--- src/pkg/mbrtu_defs.vh ---
`ifndef MBRTU_DEFS_VH
`define MBRTU_DEFS_VH
// Clock and serial timing
`define MBRTU_CLK_HZ 100000000
`define MBRTU_BAUD 19200
`define MBRTU_BIT_CYC ((`MBRTU_CLK_HZ + `MBRTU_BAUD / 2) / `MBRTU_BAUD)
`define MBRTU_HALF_CYC (`MBRTU_BIT_CYC / 2)
`define MBRTU_CHAR_BITS 10
`define MBRTU_GAP_CHARS 7
`define MBRTU_GAP_CYC (`MBRTU_BIT_CYC * `MBRTU_CHAR_BITS * `MBRTU_GAP_CHARS)
`define MBRTU_RESP_DELAY_MS 0
`define MBRTU_RESP_DELAY_CYC ((`MBRTU_RESP_DELAY_MS * (`MBRTU_CLK_HZ / 1000)) + 1)
// Protocol codes
`define MBRTU_FC_READ_HOLD 8'h03
`define MBRTU_EXC_FLAG 8'h80
`define MBRTU_EXC_ILL_FUNC 8'h01
`define MBRTU_EXC_ILL_ADDR 8'h02
`define MBRTU_CRC_INIT 16'hFFFF
`define MBRTU_CRC_POLY 16'hA001
// Channel map, register addresses (16-bit words)
`define MBRTU_REG_PRESSURE 16'h0002
`define MBRTU_REG_FLOW 16'h0006
`define MBRTU_REG_VOLUME 16'h0008
`define MBRTU_REG_FIRST 16'h0002
`define MBRTU_REG_LAST 16'h0009
`define MBRTU_MAX_QTY 16'h007D
`endif

--- src/hw/mbrtu_meter.v ---
`timescale 1ns/1ps
`include "mbrtu_defs.vh"
module mbrtu_meter
#(
  parameter BIT_CYC = `MBRTU_BIT_CYC
)
(
  input wire CLK,
  input wire ARST_N,
  input wire RXD,
  input wire [7:0] SERIAL_LAST2,
  input wire [31:0] PRESSURE_VAL,
  input wire [31:0] FLOW_VAL,
  input wire [31:0] VOLUME_VAL,
  output reg TXD,
  output reg TX_EN
);
  localparam S_IDLE = 4'b0001;
  localparam S_WAIT = 4'b0010;
  localparam S_SEND = 4'b0100;
  localparam S_CRC = 4'b1000;
  // All serial timing but the response delay scales from the bit time, so a shorter bit shortens the gap too
  localparam integer HALF_CYC = BIT_CYC / 2;
  localparam integer GAP_CYC = BIT_CYC * `MBRTU_CHAR_BITS * `MBRTU_GAP_CHARS;

  reg rst_a_ff, rst_b_ff;
  wire rst_n = rst_b_ff;
  reg rx_a_ff, rx_b_ff;
  reg [7:0] addr_ff;
  reg addr_ok_ff;
  reg [19:0] gap_ff;
  reg [12:0] rbit_ff;
  reg [3:0] rcnt_ff;
  reg rbusy_ff;
  reg [7:0] rsh_ff;
  reg [7:0] frame_ff [0:7];
  reg [3:0] flen_ff;
  reg ovf_ff;
  reg [15:0] rcrc_ff;
  reg [3:0] st_ff;
  reg [19:0] dly_ff;
  reg [7:0] tx_len_ff;
  reg [7:0] tx_idx_ff;
  reg [15:0] tcrc_ff;
  reg [9:0] tsh_ff;
  reg [3:0] tbit_ff;
  reg [12:0] tcyc_ff;
  reg tbusy_ff;
  reg [1:0] crc_idx_ff;
  reg exc_ff;
  reg [7:0] exc_code_ff;
  reg [15:0] start_ff;
  reg [7:0] tx_byte;

  // CRC-16 update of one byte, reflected polynomial
  function [15:0] crc_byte;
    input [15:0] c;
    input [7:0] d;
    integer i;
    reg [15:0] x;
    begin
      x = c ^ {8'h00, d};
      for (i = 0; i < 8; i = i + 1)
        x = x[0] ? ((x >> 1) ^ `MBRTU_CRC_POLY) : (x >> 1);
      crc_byte = x;
    end
  endfunction

  // Register address of the word being sent: odd index is its high byte, even its low
  wire [15:0] word_addr = start_ff + {9'h000, tx_idx_ff[7:1]} -
    {15'h0000, ~tx_idx_ff[0]} - 16'h0001;
  reg [15:0] word_val;

  // Word of the channel map at that address, zero in gaps; a process, not a function,
  // so that a change of a live value is seen at once
  always @*
  begin
    case (word_addr)
      `MBRTU_REG_PRESSURE: word_val = PRESSURE_VAL[15:0]; // low word first
      `MBRTU_REG_PRESSURE + 16'h0001: word_val = PRESSURE_VAL[31:16];
      `MBRTU_REG_FLOW: word_val = FLOW_VAL[15:0];
      `MBRTU_REG_FLOW + 16'h0001: word_val = FLOW_VAL[31:16];
      `MBRTU_REG_VOLUME: word_val = VOLUME_VAL[15:0];
      `MBRTU_REG_VOLUME + 16'h0001: word_val = VOLUME_VAL[31:16];
      default: word_val = 16'h0000;
    endcase
  end

  // Reset release and RX synchroniser
  always @(posedge CLK or negedge ARST_N)
  begin
    if (!ARST_N)
    begin
      rst_a_ff <= 1'b0;
      rst_b_ff <= 1'b0;
      rx_a_ff <= 1'b1;
      rx_b_ff <= 1'b1;
    end
    else
    begin
      rst_a_ff <= 1'b1;
      rst_b_ff <= rst_a_ff;
      rx_a_ff <= RXD;
      rx_b_ff <= rx_a_ff;
    end
  end

  wire [15:0] q_addr = {frame_ff[2], frame_ff[3]};
  wire [15:0] q_qty = {frame_ff[4], frame_ff[5]};
  wire [16:0] q_end = {1'b0, q_addr} + {1'b0, q_qty};
  wire gap_hit = (gap_ff == GAP_CYC);

  // Outgoing byte: header, data words high byte first, or exception code
  always @*
  begin
    tx_byte = 8'h00;
    if (tx_idx_ff == 8'h00)
      tx_byte = addr_ff;
    else if (tx_idx_ff == 8'h01)
      // An exception echoes the requested function with its top bit set
      tx_byte = exc_ff ? (frame_ff[1] | `MBRTU_EXC_FLAG) : `MBRTU_FC_READ_HOLD;
    else if (tx_idx_ff == 8'h02)
      tx_byte = exc_ff ? exc_code_ff : (tx_len_ff - 8'h03);
    else if (tx_idx_ff[0])
      tx_byte = word_val[15:8];
    else
      tx_byte = word_val[7:0];
  end

  // Receiver, frame assembly and reply sequencer
  always @(posedge CLK or negedge rst_n)
  begin
    if (!rst_n)
    begin
      addr_ff <= 8'h00; addr_ok_ff <= 1'b0; gap_ff <= 20'h00000;
      rbit_ff <= 13'h0000; rcnt_ff <= 4'h0; rbusy_ff <= 1'b0; rsh_ff <= 8'h00;
      flen_ff <= 4'h0; ovf_ff <= 1'b0; rcrc_ff <= `MBRTU_CRC_INIT; st_ff <= S_IDLE;
      dly_ff <= 20'h00000; tx_len_ff <= 8'h00; tx_idx_ff <= 8'h00;
      tcrc_ff <= `MBRTU_CRC_INIT; tsh_ff <= 10'h3FF; tbit_ff <= 4'h0;
      tcyc_ff <= 13'h0000; tbusy_ff <= 1'b0; crc_idx_ff <= 2'b00; exc_ff <= 1'b0;
      exc_code_ff <= 8'h00; start_ff <= 16'h0000; TXD <= 1'b1; TX_EN <= 1'b0;
    end
    else
    begin
      // Address is captured once after reset; a BCD-coded serial digit pair
      if (!addr_ok_ff)
      begin
        addr_ff <= {4'h0, SERIAL_LAST2[7:4]} * 8'h0A + {4'h0, SERIAL_LAST2[3:0]};
        addr_ok_ff <= 1'b1;
      end
      // 8N1 receiver, sampling mid bit
      if (!rbusy_ff)
      begin
        if (!rx_b_ff && st_ff == S_IDLE)
        begin
          rbusy_ff <= 1'b1; rbit_ff <= 13'h0000; rcnt_ff <= 4'h0;
        end
      end
      else if (rbit_ff == (rcnt_ff == 4'h0 ? HALF_CYC - 1 : BIT_CYC - 1))
      begin
        rbit_ff <= 13'h0000;
        rcnt_ff <= rcnt_ff + 4'h1;
        if (rcnt_ff >= 4'h1 && rcnt_ff <= 4'h8)
          rsh_ff <= {rx_b_ff, rsh_ff[7:1]};
        if (rcnt_ff == 4'h9)
        begin
          rbusy_ff <= 1'b0; // Stop bit: store byte, CRC runs on the fly
          rcrc_ff <= crc_byte(rcrc_ff, rsh_ff);
          if (flen_ff < 4'h8)
            frame_ff[flen_ff[2:0]] <= rsh_ff;
          else
            ovf_ff <= 1'b1;
          if (flen_ff != 4'hF)
            flen_ff <= flen_ff + 4'h1;
        end
      end
      else
        rbit_ff <= rbit_ff + 13'h0001;
      // Idle gap counter; restarted by any line activity
      if (rbusy_ff || !rx_b_ff)
        gap_ff <= 20'h00000;
      else if (!gap_hit)
        gap_ff <= gap_ff + 20'h00001;
      case (st_ff)
        S_IDLE:
        begin
          if (gap_hit && flen_ff != 4'h0) // frame ends on 7-char silence
          begin
            flen_ff <= 4'h0; ovf_ff <= 1'b0; rcrc_ff <= `MBRTU_CRC_INIT;
            // Residual CRC of zero means good frame; read requests are 8 bytes
            if (rcrc_ff == 16'h0000 && frame_ff[0] == addr_ff && !ovf_ff)
            begin
              start_ff <= q_addr; st_ff <= S_WAIT; dly_ff <= 20'h00000;
              exc_ff <= 1'b1; tx_len_ff <= 8'h03;
              if (frame_ff[1] != `MBRTU_FC_READ_HOLD || flen_ff != 4'h8)
                exc_code_ff <= `MBRTU_EXC_ILL_FUNC;
              else if (q_qty == 16'h0000 || q_qty > `MBRTU_MAX_QTY ||
                       q_addr < `MBRTU_REG_FIRST || q_end > {1'b0, `MBRTU_REG_LAST} + 17'h1)
                exc_code_ff <= `MBRTU_EXC_ILL_ADDR;
              else
              begin
                exc_ff <= 1'b0;
                tx_len_ff <= 8'h03 + {q_qty[6:0], 1'b0};
              end
            end
          end
        end
        S_WAIT:
        begin
          dly_ff <= dly_ff + 20'h00001;
          if (dly_ff == `MBRTU_RESP_DELAY_CYC) // no added delay
          begin
            st_ff <= S_SEND; tx_idx_ff <= 8'h00; tcrc_ff <= `MBRTU_CRC_INIT;
            TX_EN <= 1'b1; crc_idx_ff <= 2'b00;
          end
        end
        default:
        begin
          // Serialiser: load a byte, shift 10 bits LSB first
          if (!tbusy_ff)
          begin
            if (st_ff == S_SEND)
            begin
              tsh_ff <= {1'b1, tx_byte, 1'b0};
              tcrc_ff <= crc_byte(tcrc_ff, tx_byte);
              tbusy_ff <= 1'b1; tbit_ff <= 4'h0; tcyc_ff <= 13'h0000;
              tx_idx_ff <= tx_idx_ff + 8'h01;
              if (tx_idx_ff + 8'h01 == tx_len_ff)
                st_ff <= S_CRC;
            end
            else if (crc_idx_ff != 2'b10)
            begin
              // CRC low byte first, then high byte
              tsh_ff <= {1'b1, (crc_idx_ff[0] ? tcrc_ff[15:8] : tcrc_ff[7:0]), 1'b0};
              tbusy_ff <= 1'b1; tbit_ff <= 4'h0; tcyc_ff <= 13'h0000;
              crc_idx_ff <= crc_idx_ff + 2'b01;
            end
            else
            begin
              TX_EN <= 1'b0; st_ff <= S_IDLE;
            end
          end
          else if (tbit_ff == `MBRTU_CHAR_BITS - 1 && tcyc_ff == BIT_CYC - 2)
          begin
            // Stop bit ends a cycle early: the reload cycle shows idle high, which keeps
            // every character on the bit grid with exactly one stop bit
            tcyc_ff <= 13'h0000;
            tbusy_ff <= 1'b0;
          end
          else if (tcyc_ff == BIT_CYC - 1)
          begin
            tcyc_ff <= 13'h0000;
            tsh_ff <= {1'b1, tsh_ff[9:1]};
            tbit_ff <= tbit_ff + 4'h1;
          end
          else
            tcyc_ff <= tcyc_ff + 13'h0001;
          TXD <= tbusy_ff ? tsh_ff[0] : 1'b1;
        end
      endcase
    end
  end
endmodule // mbrtu_meter

--- config.mk ---
export PLATFORM = sky130hd
export DESIGN_NAME = mbrtu_meter
export DESIGN_NICKNAME = d
export VERILOG_FILES = /design/src/hw/mbrtu_meter.v
export VERILOG_INCLUDE_DIRS = /design/src /design/src/pkg
export SDC_FILE = /design/constraint.sdc
export NUM_CORES = 1
export LEC_CHECK = 0
export ABC_AREA = 1
export BUFFER_PORTS_ARGS = -buffer_cell sky130_fd_sc_hd__buf_4
export CORE_ASPECT_RATIO = 0.6
export CORE_MARGIN = 4
export CORE_UTILIZATION = 55
export DETAILED_ROUTE_END_ITERATION = 12
export HOLD_SLACK_MARGIN = 0.1
export PLACE_DENSITY = 0.74
export SYNTH_ARGS = -nofsm -noshare
export SYNTH_HDL_FRONTEND = slang
export SYNTH_SLANG_ARGS = --single-unit
export TNS_END_PERCENT = 1
--- constraint.sdc ---
create_clock -name CLK -period 7.1 [get_ports CLK]
set_clock_uncertainty 0.15 [all_clocks]
set_input_delay 1.42 -clock CLK [delete_from_list [all_inputs] [get_ports CLK]]
set_output_delay 1.42 -clock CLK [all_outputs]
set_load 0.05 [all_outputs]
==> impl_results.html <==
<table>
<tr><th>Metric</th><th>Value</th></tr>
<tr><th colspan="2">Drt</th></tr>
<tr><td>Number of violations reported at the end of detailed-routing iteration 0</td><td>between 1,500 and 2,000</td></tr>
<tr><td>Detailed-router iteration count before antenna repair</td><td>6</td></tr>
<tr><td>Vias post-DR</td><td>roughly 14,000</td></tr>
<tr><td>Count of antenna-violating nets left after detailed routing</td><td>0</td></tr>
<tr><td>Drt wl/cell</td><td>16.8 um</td></tr>
<tr><td>Vias per Instance</td><td>roughly 5.7</td></tr>
<tr><td>Post-route DRC violation count</td><td>0</td></tr>
<tr><td>Final WL</td><td>just over 40 mm</td></tr>
<tr><th colspan="2">Pwr</th></tr>
<tr><td>Standby leakage power</td><td>about 8.5 nW</td></tr>
<tr><td>Share of total power in sequential cells</td><td>47.1%</td></tr>
<tr><td>Combinational cell fraction of total power</td><td>approximately 6.6%</td></tr>
<tr><td>VDD IR-drop max</td><td>approximately 0.2 mV</td></tr>
<tr><td>Post-layout total power</td><td>between 2 and 3 mW</td></tr>
<tr><td>Share of power burned in the clock network</td><td>46.3%</td></tr>
<tr><td>Pwr Density</td><td>about 170 mW/mm2</td></tr>
<tr><td>Internal power of the cells</td><td>roughly 2.3 mW</td></tr>
<tr><td>Net switching fraction of the power</td><td>a little under a quarter</td></tr>
<tr><td>Sw power</td><td>0.677 mW</td></tr>
<tr><th colspan="2">Logic synthesis</th></tr>
<tr><td>Multiplexer share of the synthesized area</td><td>less than 1%</td></tr>
<tr><td>Compound-gate portion of the synthesized area</td><td>about 11%</td></tr>
<tr><td>Portion of synthesized cell area occupied by the leading cell type</td><td>about a quarter</td></tr>
<tr><td>Top cells by count, synth</td><td>nand2_1, inv_1, nor2_1</td></tr>
<tr><td>Post-synthesis register bit count</td><td>234</td></tr>
<tr><td>Top cells by area in the synthesized netlist</td><td>dfrtp_1, nand2_1, edfxtp_1, dfstp_2, inv_1</td></tr>
<tr><td>Fraction of registers with async set or reset after synthesis</td><td>about four fifths</td></tr>
<tr><td>Number of distinct library cells after synthesis</td><td>61</td></tr>
<tr><td>Average cell area after synthesis</td><td>approximately 7.7 um2</td></tr>
<tr><td>Most frequently used cell type in the post-synthesis netlist</td><td>nand2_1</td></tr>
<tr><td>Adder-cell area share of the yosys netlist</td><td>6.19%</td></tr>
<tr><td>Yosys warning total</td><td>0</td></tr>
<tr><td>Post-Synthesis Cell Area</td><td>0.0152 mm2</td></tr>
<tr><td>Xor and xnor fraction of the mapped netlist area</td><td>3.98%</td></tr>
<tr><td>Top cell type by total area after synthesis</td><td>dfrtp_1</td></tr>
<tr><td>Number of synthesized flops with an enable pin</td><td>between 40 and 50</td></tr>
<tr><td>Post-synthesis cell count</td><td>1,982</td></tr>
<tr><td>Combinational family with the most area after synthesis</td><td>simple AND/OR/NAND/NOR gates</td></tr>
<tr><td>Area share of and/or/nand/nor cells after synthesis</td><td>between 20% and 30%</td></tr>
<tr><td>Part of the Yosys area used for sequential elements</td><td>about two fifths</td></tr>
<tr><td>Prevailing post-synth register cell</td><td>dfrtp_1</td></tr>
<tr><th colspan="2">Global route</th></tr>
<tr><td>GRT Resource Usage Total</td><td>approximately a quarter</td></tr>
<tr><td>Largest net degree at the start of global routing</td><td>67</td></tr>
<tr><td>Final global-route overflow total</td><td>0</td></tr>
<tr><td>Vias in the first global route</td><td>~13,000</td></tr>
<tr><td>Wire length of the first global-routing pass</td><td>66.8 mm</td></tr>
<tr><td>Number of antenna violations at the first check in global routing</td><td>0</td></tr>
<tr><th colspan="2">Floorplan</th></tr>
<tr><td>Chip width</td><td>222 um</td></tr>
<tr><td>Core Region</td><td>approximately 0.027 mm2</td></tr>
<tr><td>Floorplan die area</td><td>approximately 0.03 mm2</td></tr>
<tr><td>Count of boundary I/O pins</td><td>between 100 and 150</td></tr>
<tr><td>Height of the die</td><td>137 um</td></tr>
<tr><td>Initial core utilization</td><td>between 50% and 60%</td></tr>
<tr><td>Standard-cell rows</td><td>between 40 and 50</td></tr>
<tr><th colspan="2">STA</th></tr>
<tr><td>Worst Max-Slew Pin Slew</td><td>about 1.2 ns</td></tr>
<tr><td>Final number of setup-violating endpoints</td><td>0</td></tr>
<tr><td>RSZ-0062 raised after global routing</td><td>false</td></tr>
<tr><td>Number of endpoints with negative hold slack in the final report</td><td>0</td></tr>
<tr><td>Headroom to the max-slew limit</td><td>between 15 and 20%</td></tr>
<tr><td>Highest Clock Rate</td><td>186 MHz</td></tr>
<tr><td>Final critical delay including setup and external delays</td><td>5.38 ns</td></tr>
<tr><td>Setup TNS</td><td>0 ns</td></tr>
<tr><td>Count of final max-slew check failures</td><td>0</td></tr>
<tr><td>Post-route fraction of the period consumed by the critical path</td><td>roughly three quarters</td></tr>
<tr><th colspan="2">Setup path</th></tr>
<tr><td>Worst r2r src</td><td>tx_idx_ff[0]</td></tr>
<tr><td>Maximum fanout along the worst path</td><td>55</td></tr>
<tr><td>Crit path max-delay family</td><td>simple AND/OR/NAND/NOR gates</td></tr>
<tr><td>Crit end category</td><td>register</td></tr>
<tr><td>Buffer and inverter count on the worst path</td><td>3</td></tr>
<tr><td>Launching instance or port of the critical path</td><td>tx_idx_ff[0]</td></tr>
<tr><td>Setup slack, reg-to-reg</td><td>1.72 ns</td></tr>
<tr><td>Worst endpoint required time</td><td>approximately 7.4 ns</td></tr>
<tr><td>Kind of critical path</td><td>reg -&gt; reg</td></tr>
<tr><td>Highest-delay cell along the critical path</td><td>nor2_4</td></tr>
<tr><td>Peak per-stage delay on the critical path</td><td>about 0.85 ns</td></tr>
<tr><td>Most Frequent Cell on Critical Path</td><td>nand2_1</td></tr>
<tr><td>Kind of start point of the critical path</td><td>register</td></tr>
<tr><td>Arrival time of the worst setup path</td><td>approximately 5.7 ns</td></tr>
<tr><th colspan="2">Layout</th></tr>
<tr><td>Post-route design area</td><td>roughly 0.017 mm2</td></tr>
<tr><td>Antenna cells</td><td>0</td></tr>
<tr><td>FILL cells</td><td>2,271</td></tr>
<tr><td>Relative area change from synthesis to final layout</td><td>13.1%</td></tr>
<tr><td>Post-layout net count</td><td>about 2,300</td></tr>
<tr><td>Post-Route Utilization</td><td>between 60% and 70%</td></tr>
<tr><td>Proportion of layout cells with a drive suffix above 1</td><td>between 10% and 20%</td></tr>
<tr><th colspan="2">Clock tree</th></tr>
<tr><td>Count of hold-fix buffers inserted at cts</td><td>0</td></tr>
<tr><td>H-tree depth</td><td>1</td></tr>
<tr><td>TritonCTS clock tree</td><td>built</td></tr>
<tr><td>Clock sink total</td><td>around 230</td></tr>
<tr><td># resized after CTS</td><td>0</td></tr>
<tr><td>Setup repair bufs after CTS</td><td>0</td></tr>
<tr><td>Clock transition at the registers of the reported paths</td><td>0.06 ns</td></tr>
<tr><td>CTS Root Buffer Type</td><td>clkbuf_16</td></tr>
<tr><td>Later-pin clock latency in the skew report</td><td>~0.53 ns</td></tr>
<tr><td>TritonCTS Buffers</td><td>24</td></tr>
<tr><td>Buffers from clock root to sink, at most</td><td>3</td></tr>
<tr><th colspan="2">Flow run</th></tr>
<tr><td>Max cap viols</td><td>0</td></tr>
<tr><th colspan="2">Min path</th></tr>
<tr><td>Min-delay src</td><td>rst_a_ff</td></tr>
<tr><td>Type of the most critical hold path</td><td>reg -&gt; reg</td></tr>
<tr><th colspan="2">Place</th></tr>
<tr><td>Port buffer count</td><td>108</td></tr>
<tr><td>Detailed placement HPWL</td><td>a little over 30 mm</td></tr>
<tr><td>Cell area after placement</td><td>0.0163 mm2</td></tr>
<tr><td>Weighted congestion at the end of routability-driven global placement</td><td>between 0.9 and 1</td></tr>
<tr><th colspan="2">Outcome</th></tr>
<tr><td>Result of the run</td><td>finished clean</td></tr>
</table>
cells by family (layout without fill, tap and decap cells):
kind of cell	after synthesis	in the layout
muxes	7	7
DFF	234	234
AOI/OAI and AO/OA	293	293
other	1	2
buffers and inverters	351	470
and+or+nand+nor	955	955
adders and majority gates	72	72
xor gates and xnor gates	69	69
path summary, 6_finish.rpt:
kind	to	depth (start not counted)
worst max-delay path	tcrc_ff[0]	37
worst min-delay path	rst_b_ff	0
worst max register to register	tcrc_ff[0]	37
worst min register to register	rst_b_ff	0
max in group asynchronous	tbit_ff[3]	1
min in group asynchronous	gap_ff[6]	0
power groups by stage:
stage               Clock [mW]  Combinational (mW)  Sequential [mW]
floorplan                    0              0.0994             1.42
global placement             0               0.187             1.42
detailed placement           0               0.192             1.42
CTS                       1.39               0.193             1.40
global route              1.45               0.218             1.40
finish                    1.37               0.195             1.40
metrics by stage:
stage | hold slack [ns] | cells | setup slack (ns)
2_1_floorplan | 0.181 | 1983 | 1.06
3_3_place_gp | 0.189 | 2418 | 2.10
3_5_place_dp | 0.192 | 2418 | 1.84
4_1_cts | 0.206 | 2462 | 1.83
5_1_grt | 0.219 | 2462 | 1.13
6_report | 0.203 | 2462 | 1.72
flip-flops by register name (all words and copies together), names as in the netlist, 9 cells and up:
| register | count |
|---|---|
| start_ff | 16 |
| tsh_ff | 9 |
| rbit_ff | 13 |
| tcyc_ff | 13 |
| dly_ff | 20 |
| tcrc_ff | 16 |
| rcrc_ff | 16 |
| gap_ff | 20 |
| frame_ff | 48 |
per-layer routing:
layer	GRT usage (%)	wire (um)	up-vias
li1	-	-	6792
met1	43.3	20500	6600
met2	37.3	16300	635
met3	5.10	3800	71
met4	4.76	660	0
met5	0	0	-
placed cells by master (no fill, tap or decap), types with 10 or more instances in the layout:
cell type and instances:
a22oi_1 10, o22ai_1 23, clkbuf_16 25, buf_4 116, nor2_1 166, xor2_1 44, inv_1 300, nand2_2 20
edfxtp_1 48, dfstp_2 45, nand3_1 110, nand2_1 434, nor4_1 28, o21ai_0 101, nand4_1 86, o21ai_1 11
nand3_2 10, dfrtp_1 140, xnor2_1 25, nor3_1 58, ha_1 67, nor2_2 11, a21oi_1 103
layout make-up:
type                    instances  area (um2)  share of cell area, %
clock inverters                11         169                  0.984
inverters                     310        1160                   6.78
multi-input cells            1398        7670                   44.7
clock buffers                  33         686                   4.00
repair buffers                116         871                   5.07
well taps                     360         450                   2.62
flip-flops and latches        234        6160                   35.9
Note: power is estimated with default switching activity, not from simulation.
